File: src/plc_pkg.sv
/*
  Constants, types and helpers for the controller supervisory block.
  Assumes a 10 MHz system clock and a 16-bit data word.
*/
// Function
// - debug mode may be entered only from stop mode
// - debug entry clears output image, refreshes inputs, initialises data per restart
// - in debug, I/O refresh follows a pass reaching program end
// - debug halts after one step, at breakpoint, on device condition, or scans
// - in debug each interrupt task is enabled or disabled individually
// - switch positions decode into local run, stop, pause or remote stop
// - switching a running device to local run keeps it running
// - host mode requests are honoured only in remote stop
// - remote transitions allowed: stop-run, stop-debug, run-pause/stop, pause-run/stop, debug-stop
// - remote transitions refused: stop-pause, run/pause-debug, debug-run/pause
// - the stop instruction puts the device into stop mode
// - an internal diagnosis error stops program operation
// - watchdog restarts after end of scan; its period is programmable
// - watchdog times out when program end is not reached in time
// - on timeout all outputs go off, error lamp blinks, run lamp off
// - a detected error writes its code into the system error word
// - global output disable overrides forced output values
// - forcing is per bit and acts only with the global force enable
// - forcing state lives in global bit, enable words and value words
// - forced values replace enabled input bits before the input image
// - forced values drive enabled outputs; output image stays unmodified
// - force settings survive reset, mode changes and stop mode
package plc_pkg;

  typedef enum logic [1:0] {MODE_STOP, MODE_RUN, MODE_PAUSE, MODE_DEBUG}
    op_mode_t;
  typedef enum logic [1:0] {SWM_LOCAL_STOP, SWM_LOCAL_RUN, SWM_LOCAL_PAUSE,
    SWM_REMOTE_STOP} sw_mode_t;
  typedef enum logic [1:0] {POS_STOP, POS_RUN, POS_PAUSE_REMOTE, POS_NONE}
    sw_pos_t;
  typedef enum logic [1:0] {DBG_STEP, DBG_BREAK, DBG_DEVICE, DBG_SCANS}
    dbg_cond_t;

  localparam int IO_BITS       = 64;
  localparam int WORD_BITS     = 16;
  localparam int FORCE_WORDS   = 64;
  localparam int IO_WORDS      = 4;
  localparam int IN_WORD_BASE  = 0;
  localparam int OUT_WORD_BASE = 4;

  // time base: one watchdog tick per millisecond
  localparam int CLK_PERIOD_NS = 100;
  localparam int TICK_NS       = 1000000;
  localparam int TICK_CYC      = (TICK_NS + CLK_PERIOD_NS - 1) / CLK_PERIOD_NS;
  localparam logic [7:0] BLINK_TICKS = 8'hFA;

  localparam logic [15:0] ERR_WORD_RST = 16'h0000;
  localparam logic [15:0] ERR_CODE_WDT = 16'h0001;

  // remote transition table
  function automatic logic remote_ok(op_mode_t cur, op_mode_t tgt);
    case (cur)
      MODE_STOP:  remote_ok = (tgt == MODE_RUN) || (tgt == MODE_DEBUG);
      MODE_RUN:   remote_ok = (tgt == MODE_PAUSE) || (tgt == MODE_STOP);
      MODE_PAUSE: remote_ok = (tgt == MODE_RUN) || (tgt == MODE_STOP);
      MODE_DEBUG: remote_ok = (tgt == MODE_STOP);
      default:    remote_ok = 1'b0;
    endcase
  endfunction

endpackage

File: src/plc_scan_watchdog.sv
/*
  Scan watchdog: counts millisecond ticks while the program executes.
  Assumes tick is a one-cycle pulse on the same clock.
*/
`timescale 1ns/10ps
`default_nettype none
module plc_scan_watchdog
(
  input  wire logic        clk,
  input  wire logic        reset,
  input  wire logic        tick,
  input  wire logic        enable,
  input  wire logic        restart,
  input  wire logic [15:0] period,
  output logic             timeout
);

  typedef struct packed {
    logic [15:0] cnt;
    logic        fired;
    logic        to;
  } wdt_state_t;

  wdt_state_t r;
  wdt_state_t n;

  // count ticks, fire once, re-arm on restart
  always_comb
  begin
    n    = r;
    n.to = 1'b0;
    if (restart)
    begin
      n.cnt   = 16'h0000;
      n.fired = 1'b0;
    end
    else if (enable && tick && !r.fired)
    begin
      n.cnt = r.cnt + 16'h0001;
      if (n.cnt >= period)
      begin
        n.fired = 1'b1;
        n.to    = 1'b1;
      end
    end
  end

  always_ff @(posedge clk)
  begin
    if (reset)
      r <= '0;
    else
      r <= n;
  end

  assign timeout = r.to;
endmodule
`default_nettype wire

File: src/plc_supervisor.sv
/*
  Controller supervisor: operating mode, mode switch, remote requests,
  debug control, watchdog handling and forced I/O at refresh.
  Assumes program-side strobes are one-cycle pulses on SYS_CLK.
*/
`timescale 1ns/10ps
`default_nettype none
module plc_supervisor
#(
  parameter int TICK_CYCLES = plc_pkg::TICK_CYC
)
(
  // clock and reset
  input  wire logic        SYS_CLK,
  input  wire logic        RESET,
  // pins
  input  wire logic [1:0]  MODE_SW,
  input  wire logic [63:0] IN_PINS,
  output logic      [63:0] OUT_PINS,
  output logic             RUN_LED,
  output logic             ERR_LED,
  // host requests
  input  wire logic        REQ_VALID,
  input  wire logic [1:0]  REQ_MODE,
  output logic             REQ_ACK,
  output logic             REQ_NAK,
  // program side
  input  wire logic        END_SCAN,
  input  wire logic        STOP_INSTR,
  input  wire logic        WDT_INSTR,
  input  wire logic        OUT_DISABLE,
  input  wire logic [63:0] OUT_IMAGE,
  input  wire logic [15:0] WDT_PERIOD,
  output logic [1:0]       MODE,
  output logic             PROG_EXEC,
  output logic [63:0]      IN_IMAGE,
  output logic             OUT_IMAGE_CLR,
  output logic             IN_REFRESH,
  output logic             IO_REFRESH,
  output logic             DATA_INIT,
  output logic             DATA_INIT_MODE,
  // debug control
  input  wire logic        RESTART_MODE,
  input  wire logic [1:0]  DBG_COND,
  input  wire logic [15:0] DBG_SCANS,
  input  wire logic        DBG_GO,
  input  wire logic        INSTR_DONE,
  input  wire logic        BREAK_HIT,
  input  wire logic        DEV_COND_HIT,
  input  wire logic [7:0]  INT_TASK_EN,
  output logic [7:0]       INT_TASK_RUN,
  // diagnosis
  input  wire logic        DIAG_ERR,
  input  wire logic [15:0] DIAG_CODE,
  output logic [15:0]      ERR_FLAG_WORD,
  // force settings
  input  wire logic        FORCE_GLOBAL_EN,
  input  wire logic        FORCE_WE,
  input  wire logic        FORCE_SEL,
  input  wire logic [5:0]  FORCE_ADDR,
  input  wire logic [15:0] FORCE_WDATA
);

  typedef struct packed {
    logic [63:0]        pin_s1;
    logic [63:0]        pin_s2;
    logic [63:0]        pin_s3;
    logic [63:0]        pin_ok;
    logic [1:0]         sw_s1;
    logic [1:0]         sw_s2;
    logic [1:0]         sw_s3;
    plc_pkg::sw_pos_t   sw_pos;
    plc_pkg::sw_pos_t   sw_last;
    plc_pkg::sw_mode_t  sw_mode;
    plc_pkg::op_mode_t  mode;
    logic               fault;
    logic               wdt_flt;
    logic [15:0]        err;
    logic               dbg_run;
    logic [15:0]        scans;
    logic [15:0]        div;
    logic               tick;
    logic [7:0]         bcnt;
    logic               blink;
    logic [63:0]        in_img;
    logic [63:0]        out;
    logic               exec;
    logic               run_led;
    logic               err_led;
    logic               ack;
    logic               nak;
    logic               clr_out;
    logic               in_ref;
    logic               io_ref;
    logic               dinit;
    logic               dinit_mode;
    logic [7:0]         int_run;
  } sup_state_t;

  sup_state_t r;
  sup_state_t n;

  // force words; no reset so settings outlive reset and mode changes
  logic [15:0] fen_mem [plc_pkg::FORCE_WORDS];
  logic [15:0] fval_mem [plc_pkg::FORCE_WORDS];
  logic [63:0] fen_in;
  logic [63:0] fval_in;
  logic [63:0] fen_out;
  logic [63:0] fval_out;
  logic [63:0] in_forced;
  logic [63:0] out_drive;
  logic        wdt_to;
  logic        sw_chg;
  logic        fault_now;
  logic        stop_hit;
  logic        req_ok;
  logic        quiet;
  logic        do_oref;
  plc_pkg::op_mode_t req_mode;
  plc_pkg::op_mode_t cur_mode;

  // host tool writes enable and value words at any address
  always_ff @(posedge SYS_CLK)
  begin
    if (FORCE_WE && !FORCE_SEL)
      fen_mem[FORCE_ADDR] <= FORCE_WDATA;
    if (FORCE_WE && FORCE_SEL)
      fval_mem[FORCE_ADDR] <= FORCE_WDATA;
  end

  // gather per-bit masks, gated by the global enable
  for (genvar g = 0; g < plc_pkg::IO_WORDS; g++)
  begin : g_force
    assign fen_in[g*16 +: 16]   = fen_mem[plc_pkg::IN_WORD_BASE + g]
                                  & {16{FORCE_GLOBAL_EN}};
    assign fval_in[g*16 +: 16]  = fval_mem[plc_pkg::IN_WORD_BASE + g];
    assign fen_out[g*16 +: 16]  = fen_mem[plc_pkg::OUT_WORD_BASE + g]
                                  & {16{FORCE_GLOBAL_EN}};
    assign fval_out[g*16 +: 16] = fval_mem[plc_pkg::OUT_WORD_BASE + g];
  end

  // forced substitution on input and output paths
  assign in_forced = (r.pin_ok & ~fen_in) | (fval_in & fen_in);
  assign out_drive = OUT_DISABLE ? 64'h0000000000000000
                   : (OUT_IMAGE & ~fen_out) | (fval_out & fen_out);

  // event qualifiers
  assign req_mode  = plc_pkg::op_mode_t'(REQ_MODE);
  assign cur_mode  = r.mode;
  assign sw_chg    = (r.sw_pos != r.sw_last);
  assign fault_now = DIAG_ERR || wdt_to;
  assign stop_hit  = STOP_INSTR && r.exec;
  assign req_ok    = (r.sw_mode == plc_pkg::SWM_REMOTE_STOP)
                     && plc_pkg::remote_ok(r.mode, req_mode);
  assign quiet     = !fault_now && !r.fault && !stop_hit && !sw_chg;
  assign do_oref   = ((r.mode == plc_pkg::MODE_RUN) && END_SCAN)
                   || ((r.mode == plc_pkg::MODE_DEBUG) && END_SCAN)
                   || ((r.mode == plc_pkg::MODE_STOP) && r.tick)
                   || ((r.mode == plc_pkg::MODE_PAUSE) && r.tick);

  plc_scan_watchdog u_wdt
  (
    .clk     (SYS_CLK),
    .reset   (RESET),
    .tick    (r.tick),
    .enable  (r.exec),
    .restart (END_SCAN || WDT_INSTR),
    .period  (WDT_PERIOD),
    .timeout (wdt_to)
  );

  // next-state logic for the whole supervisor
  always_comb
  begin
    n         = r;
    n.ack     = 1'b0;
    n.nak     = 1'b0;
    n.clr_out = 1'b0;
    n.in_ref  = 1'b0;
    n.io_ref  = 1'b0;
    n.dinit   = 1'b0;
    n.tick    = 1'b0;
    // pin synchronisers: take a bit once stages two and three agree
    n.pin_s1 = IN_PINS;
    n.pin_s2 = r.pin_s1;
    n.pin_s3 = r.pin_s2;
    n.pin_ok = (r.pin_s3 & ~(r.pin_s2 ^ r.pin_s3))
             | (r.pin_ok & (r.pin_s2 ^ r.pin_s3));
    n.sw_s1  = MODE_SW;
    n.sw_s2  = r.sw_s1;
    n.sw_s3  = r.sw_s2;
    if ((r.sw_s2 == r.sw_s3) && (r.sw_s3 != 2'h3))
      n.sw_pos = plc_pkg::sw_pos_t'(r.sw_s3);
    // millisecond divider and lamp blink
    n.div = r.div + 16'h0001;
    if (r.div == 16'(TICK_CYCLES - 1))
    begin
      n.div  = 16'h0000;
      n.tick = 1'b1;
    end
    if (r.tick)
    begin
      n.bcnt = r.bcnt + 8'h01;
      if (r.bcnt == plc_pkg::BLINK_TICKS - 8'h01)
      begin
        n.bcnt  = 8'h00;
        n.blink = !r.blink;
      end
    end
    // switch decode
    n.sw_last = r.sw_pos;
    if (sw_chg)
    begin
      case (r.sw_pos)
        plc_pkg::POS_RUN:  n.sw_mode = plc_pkg::SWM_LOCAL_RUN;
        plc_pkg::POS_STOP: n.sw_mode = plc_pkg::SWM_LOCAL_STOP;
        plc_pkg::POS_PAUSE_REMOTE:
          n.sw_mode = (r.sw_last == plc_pkg::POS_RUN)
                    ? plc_pkg::SWM_LOCAL_PAUSE : plc_pkg::SWM_REMOTE_STOP;
        default: n.sw_mode = r.sw_mode;
      endcase
    end
    // mode selection: fault, stop instruction, switch, host request
    if (fault_now)
    begin
      n.fault = 1'b1;
      n.mode  = plc_pkg::MODE_STOP;
      n.err   = DIAG_ERR ? DIAG_CODE : plc_pkg::ERR_CODE_WDT;
      if (wdt_to)
        n.wdt_flt = 1'b1;
    end
    else if (r.fault)
      n.mode = plc_pkg::MODE_STOP;
    else if (stop_hit)
      n.mode = plc_pkg::MODE_STOP;
    else if (sw_chg)
    begin
      case (n.sw_mode)
        plc_pkg::SWM_LOCAL_RUN: n.mode = plc_pkg::MODE_RUN;
        plc_pkg::SWM_LOCAL_PAUSE:
          n.mode = (r.mode == plc_pkg::MODE_RUN) ? plc_pkg::MODE_PAUSE
                 : r.mode;
        default: n.mode = plc_pkg::MODE_STOP;
      endcase
    end
    else if (REQ_VALID && req_ok)
    begin
      n.mode = req_mode;
      n.ack  = 1'b1;
    end
    n.nak = REQ_VALID && !(quiet && req_ok);
    // entry actions
    if (n.mode != r.mode)
    begin
      n.dbg_run = 1'b0;
      if (n.mode == plc_pkg::MODE_STOP)
        n.clr_out = 1'b1;
      if (n.mode == plc_pkg::MODE_DEBUG)
      begin
        n.clr_out    = 1'b1;
        n.in_ref     = 1'b1;
        n.dinit      = 1'b1;
        n.dinit_mode = RESTART_MODE;
      end
    end
    // debug run control and halt conditions
    else if (r.mode == plc_pkg::MODE_DEBUG)
    begin
      if (!r.dbg_run && DBG_GO)
      begin
        n.dbg_run = 1'b1;
        n.scans   = DBG_SCANS;
      end
      else if (r.dbg_run)
      begin
        if (END_SCAN && (r.scans != 16'h0000))
          n.scans = r.scans - 16'h0001;
        case (plc_pkg::dbg_cond_t'(DBG_COND))
          plc_pkg::DBG_STEP:   n.dbg_run = !INSTR_DONE;
          plc_pkg::DBG_BREAK:  n.dbg_run = !BREAK_HIT;
          plc_pkg::DBG_DEVICE: n.dbg_run = !DEV_COND_HIT;
          plc_pkg::DBG_SCANS:
            n.dbg_run = !(END_SCAN && (r.scans <= 16'h0001));
          default: n.dbg_run = 1'b0;
        endcase
      end
    end
    n.exec = !fault_now && ((n.mode == plc_pkg::MODE_RUN)
           || ((n.mode == plc_pkg::MODE_DEBUG) && n.dbg_run));
    // refresh of both images
    n.io_ref = do_oref;
    if (do_oref || n.in_ref)
      n.in_img = in_forced;
    if (r.wdt_flt || wdt_to)
      n.out = 64'h0000000000000000;
    else if (do_oref || OUT_DISABLE)
      n.out = out_drive;
    // lamps and interrupt task gating
    n.run_led = (n.mode == plc_pkg::MODE_RUN) && !n.wdt_flt;
    n.err_led = n.wdt_flt ? r.blink : n.fault;
    n.int_run = (n.mode == plc_pkg::MODE_DEBUG) ? INT_TASK_EN : 8'hFF;
  end

  // state register; reset gives stop mode with outputs off
  always_ff @(posedge SYS_CLK)
  begin
    if (RESET)
    begin
      r      <= '0;
      r.err  <= plc_pkg::ERR_WORD_RST;
      r.int_run <= 8'hFF;
    end
    else
      r <= n;
  end

  assign OUT_PINS       = r.out;
  assign RUN_LED        = r.run_led;
  assign ERR_LED        = r.err_led;
  assign REQ_ACK        = r.ack;
  assign REQ_NAK        = r.nak;
  assign MODE           = r.mode;
  assign PROG_EXEC      = r.exec;
  assign IN_IMAGE       = r.in_img;
  assign OUT_IMAGE_CLR  = r.clr_out;
  assign IN_REFRESH     = r.in_ref;
  assign IO_REFRESH     = r.io_ref;
  assign DATA_INIT      = r.dinit;
  assign DATA_INIT_MODE = r.dinit_mode;
  assign INT_TASK_RUN   = r.int_run;
  assign ERR_FLAG_WORD  = r.err;
endmodule
`default_nettype wire

File: config.mk
export PLATFORM = sky130hd
export DESIGN_NAME = plc_supervisor
export DESIGN_NICKNAME = d
export VERILOG_FILES = /design/src/plc_pkg.sv /design/src/plc_scan_watchdog.sv /design/src/plc_supervisor.sv
export SDC_FILE = /design/constraint.sdc
export NUM_CORES = 1
export LEC_CHECK = 0
export BUFFER_PORTS_ARGS = -buffer_cell sky130_fd_sc_hd__buf_2
export CAP_MARGIN = 20
export CORE_ASPECT_RATIO = 0.7
export CORE_UTILIZATION = 43
export CTS_CLUSTER_DIAMETER = 100
export DETAILED_ROUTE_END_ITERATION = 10
export GPL_TIMING_DRIVEN = 1
export PLACE_DENSITY = 0.66
export SLEW_MARGIN = 5
export SYNTH_ARGS = -nofsm -noshare
export SYNTH_HDL_FRONTEND = slang
export SYNTH_SLANG_ARGS = --single-unit
export TNS_END_PERCENT = 1
File: constraint.sdc
create_clock -name SYS_CLK -period 3.1 [get_ports SYS_CLK]
set_input_delay 0.31 -clock SYS_CLK [delete_from_list [all_inputs] [get_ports SYS_CLK]]
set_output_delay 0.31 -clock SYS_CLK [all_outputs]
set_load 0.03 [all_outputs]
* After elaboration in Yosys (flattened, before gate mapping) *
Memory sizes are Yosys's and may differ from the RTL's.
Cells that the tools add are included.

word-level totals
  bits in registers = 495
  bits in writable memories = 2,048
  input bits = 228
  output and inout port bits = 164
  word-level logic and storage cells = 193
  memories = 2

operators by class
  add/sub/neg operators = 4
  $lt $le $gt $ge = 2
  eq/ne operators = 23
  mux-type cells = 34
  bitwise gates (word level) = 24
  reduce and logical (&&, ||, !) cells = 68

memory list
  memory    words  bits a word  read ports  clocked after memory_dff  write ports  RTL line               source
  fen_mem   64     16           8           0                         1            plc_supervisor.sv:104  logic [15:0] fen_mem [plc_pkg::FORCE_WORDS];
  fval_mem  64     16           8           0                         1            plc_supervisor.sv:105  logic [15:0] fval_mem [plc_pkg::FORCE_WORDS];

operator list
  operator                                                          number
  bitwise AND 64 bit                                                6
  inverter 64 bit                                                   3
  OR 64 bit                                                         3
  bitwise AND 16 bit                                                8
  two-way mux 64 bit                                                1
  XOR 64 bit                                                        1
  two-way mux 17 bit                                                3
  adder 16 x 1 -> 16 bit (second input constant)                    2
  two-way mux 16 bit                                                2
  logical AND 1 bit                                                 23
  equality test 2 bit (second input constant)                       10
  two-way mux 18 bit                                                1
  two-way mux 2 bit                                                 9
  equality test 16 x 14 -> 1 bit (second input constant)            1
  greater-or-equal comparator 16 bit                                1
  less-or-equal comparator 16 x 1 -> 1 bit (second input constant)  1
  nonzero test 16 bit                                               1
  subtractor 16 x 1 -> 16 bit (second input constant)               1
  equality test 2 x 1 -> 1 bit (second input constant)              7
  zero test 1 bit                                                   14
  two-way mux 1 bit                                                 13
  logical OR 1 bit                                                  12
  zero test 2 bit                                                   5
  OR reduction 2 bit                                                5
  other kinds (15)                                                  22

* Depth between registers and ports, before layout *
  depth in word-level cells = 15
  gate-level depth with buffers = 18
  gate-level depth less buffers = 15

* By module *
From an unflattened synthesis, not the netlist that was laid out.

unflattened totals
  cell total of the unflattened synthesis = 2,729
  area, all modules = 28,688.8 µm²

modules (own cells, without submodules)
  module             times used  cells each  area each (µm²)  sequential area each (µm²)
  plc_supervisor     1           2,560       27,269.9         17,236.5
  plc_scan_watchdog  1           169         1,418.9          360.3

* Worst setup path after synthesis *
Ideal clock, no wire load.

  path kind = flip-flop to flip-flop
  start point = register r (netlist bit n[211])
  end point = register r (netlist bit IN_IMAGE[10])
  setup time = 0.091 ns
  data arrival time = 3.023 ns
  data required time = 3.009 ns
  setup slack = -0.014 ns
  cell stages (with the launch flop) = 18
  path buffers = 3
  period minus slack after synthesis = 3.114 ns
  cell sequence = dfxtp_1 -> buf_6 -> xor2_2 -> nor2_2 -> nor2_1 -> o22ai_1 -> inv_1 -> ha_1 -> o22ai_1 -> nand2_1 -> a21oi_1 -> ha_1 -> inv_1 -> a211oi_1 -> buf_2 -> buf_2 -> nor4_1 -> a311oi_1

RTL lines
  item                      RTL line               source
  start: declaration        plc_supervisor.sv:100  sup_state_t r;
  start signal: assignment  plc_supervisor.sv:314  r <= n;

==> results.json <==
{
  "row_count": 78,
  "overflow": 0,
  "cts_buffers": 73,
  "grt_use_total_pct": 20.5,
  "critPathCaptureType": "flip-flop",
  "clock_latency_ns": 0.61,
  "async_reset_ff_share_pct": 0,
  "synth.largest_area_cell": "dfxtp_1",
  "crit_chain": "xor2_4, nor2_4, nor2_1, o22ai_2, inv_1, ha_4, nand2b_4, o22ai_1, a32oi_1, buf_4, a211oi_4, buf_12, or3_4, clkbuf_16, a311oi_1",
  "switchingPower_mw": 4.27,
  "crit_family": "simple AND/OR/NAND/NOR gates",
  "die_h_um": 216,
  "antenna_found_initial": 4,
  "die_area_um2": 66400,
  "htreeDepth": 3,
  "crit_arrival_ns": 3.68,
  "ys_types": 63,
  "required_ns": 3.60,
  "final_area_um2": 34200,
  "switching_share_pct": 21.2,
  "grt_pass1_vias": 19353,
  "ys.flop_type": "dfxtp_1",
  "syn_inst": 2534,
  "grt_pass1_wl_mm": 106,
  "drive_gt1_share_pct": 22.5,
  "io_buffers": 391,
  "synth_seq_area_share_pct": 62.6,
  "setup_viol_count_final": 36,
  "drtIter0Drc": 1384,
  "worst_setup_path_start_kind": "flip-flop",
  "clock_sinks": 751,
  "worstMarginPinSlew_ns": 1.00,
  "peakVddDrop_mv": 0.381,
  "worst_path_largest_cell_delay_ns": 0.48,
  "area_growth_pct": 21.6,
  "start_util_pct": 43.5,
  "p_leak_nw": 13.1,
  "critPathBufInv": 4,
  "timing.final.crit_share_pct": 102,
  "relSlewSlack_pct": 33.1,
  "fmax_mhz": 315,
  "cts.path.max_buffers": 3,
  "synth_common_cells": "dfxtp_1, nand2_1, edfxtp_1",
  "synth.cell_area_um2": 28100,
  "synthTopCellsByArea": "dfxtp_1, edfxtp_1, nor2b_1, buf_4, nand2_1",
  "synth_warnings": 0,
  "cap_viol_max_count": 0,
  "placed_area_um2": 30200,
  "worst-path-max-fanout": 7,
  "dp_hpwl_mm": 45.4,
  "fin_setup_tns_ns": -1.50,
  "synth-edff-count": 256,
  "p_clk_share_pct": 44.4,
  "power_mw": 20.1,
  "place_congestion": 0.819,
  "synth_top_area_share_pct": 35.2,
  "rsz0062_at_grt": "yes",
  "skew_ns": 0.0265,
  "stdcell_count": 3833,
  "viasPerCell": 5.18,
  "cts_tree": "done",
  "hold_viol": 0,
  "vias": 19837,
  "die_x_um": 308,
  "layout.nets": 3147,
  "power.internal_mw": 15.9,
  "antenna_left": 0,
  "synth-seq-cells": 751,
  "slew_violations": 0,
  "hp-class": "input port to flip-flop",
  "post-route-min-period_ns": 3.17,
  "top_level_ports": 392,
  "clkSlewWorstSetupHoldPaths_ns": 0.06,
  "wl_per_cell_um": 18.7,
  "grt_max_degree": 206,
  "hold_slack_ns": 0.0463,
  "status": "finished with violations",
  "drt-total-wl_mm": 71.8,
  "worst_slack_ns": -0.0724,
  "place_ws_ns": -0.283,
  "seq_power_share_pct": 51.5,
  "r2r_setup_slack_ns": -0.07,
  "synth_most_common_cell": "dfxtp_1",
  "critPathKind": "flip-flop to flip-flop",
  "clockRootBuffer": "clkbuf_16",
  "core-area_um2": 64700,
  "synth_nets": 2788,
  "powerDensity_nw_per_um2": 589,
  "avgSynthCellArea_um2": 11.1,
  "crit_slowest_cell": "or3_4",
  "finish.utilization_pct": 52.8,
  "failed_checks": "setup timing",
  "dp_cells": 3584,
  "drc": 0,
  "firstDrtPassIters": 5,
  "p_comb_share_pct": 4.1
}
[sequential cells by signal, indices dropped and copies added, names as in the netlist, 16 cells and up, named ones only]
name and flops:
r 115, OUT_PINS 64, u_wdt.r 17, fen_mem 128
ERR_FLAG_WORD 16, IN_IMAGE 64, fval_mem 128, n 134
[final timing paths]
check | startpoint | to | cells after the start
setup / recovery | n[211] | IN_IMAGE[52] | 15
hold / removal | OUT_IMAGE[29] | OUT_PINS[29] | 3
setup reg to reg | n[211] | IN_IMAGE[52] | 15
hold reg to reg | n[403] | n[339] | 1
[logic make-up (layout without fill, tap and decap cells)]
family                   after synthesis  in the layout  share of synthesized area [%]
adder cells (fa/ha/maj)               26             26                           1.16
other                                  0              2                              0
flip-flops                           751            751                           62.6
XOR/XNOR                              52             52                           1.67
AO/OA/AOI/OAI                        391            391                           9.36
AND/OR/NAND/NOR                      912            913                           16.0
buffers and inverters                333            749                           6.79
multiplexers                          69             69                           2.46
[metal layers]
layer  GRT usage [%]  wire length (um)  vias to the layer above
li1                -                 -                     9502
met1            25.2             29800                     9630
met2            34.2             34600                      593
met3            6.45              5830                      112
met4            6.58              1600                        0
met5               0                 0                        -
[area by class of cell]
class,instances,area (um^2)
multi-input cells,1451,9060
well taps,880,1100
clock inverters,25,269
flip-flops and latches,751,17600
inverters,41,154
repair buffers,575,3860
clock buffers,108,2130
fillers,5568,30500
diodes,2,5.00
[tightest hold or removal path, delay by kind of cell]
kind | cells | cell delay, ns
mux | 1 | 0.12
buf+inv | 1 | 0.10
compound gates | 1 | 0.08
[power by group through the flow]
| stage | combinational (mW) | sequential (mW) | clock, mW |
|---|---|---|---|
| final | 0.830 | 10.4 | 8.94 |
| after global routing | 0.898 | 10.4 | 9.53 |
| after CTS | 0.820 | 10.4 | 9.14 |
| after detailed placement | 0.716 | 10.6 | 0 |
| after global placement | 0.701 | 10.6 | 0 |
| after floorplan | 0.375 | 10.6 | 0 |
[layout by cell type, fill, tap and decap left out, types with 79 or more instances in the layout]
| cell | instances |
|---|---|
| dfxtp_1 | 491 |
| buf_2 | 389 |
| nand2_1 | 300 |
| edfxtp_1 | 256 |
| nor2b_1 | 208 |
| nor2_1 | 148 |
| dlygate4sd3_1 | 99 |
| a21oi_1 | 93 |
| nand3_1 | 82 |
| clkbuf_16 | 82 |
| o21ai_0 | 79 |
[what timing repair did]
action | in CTS | in global routing
gates cloned | 1 | 8
buffers inserted | 3 | 4
resized for setup | 15 | 56
setup endpoints to repair | 66 | 69
endpoints found under the hold margin | 97 | 0
pin swaps | 12 | 16
hold buffers | 99 | 0
Power figures use the tool's default switching activity.
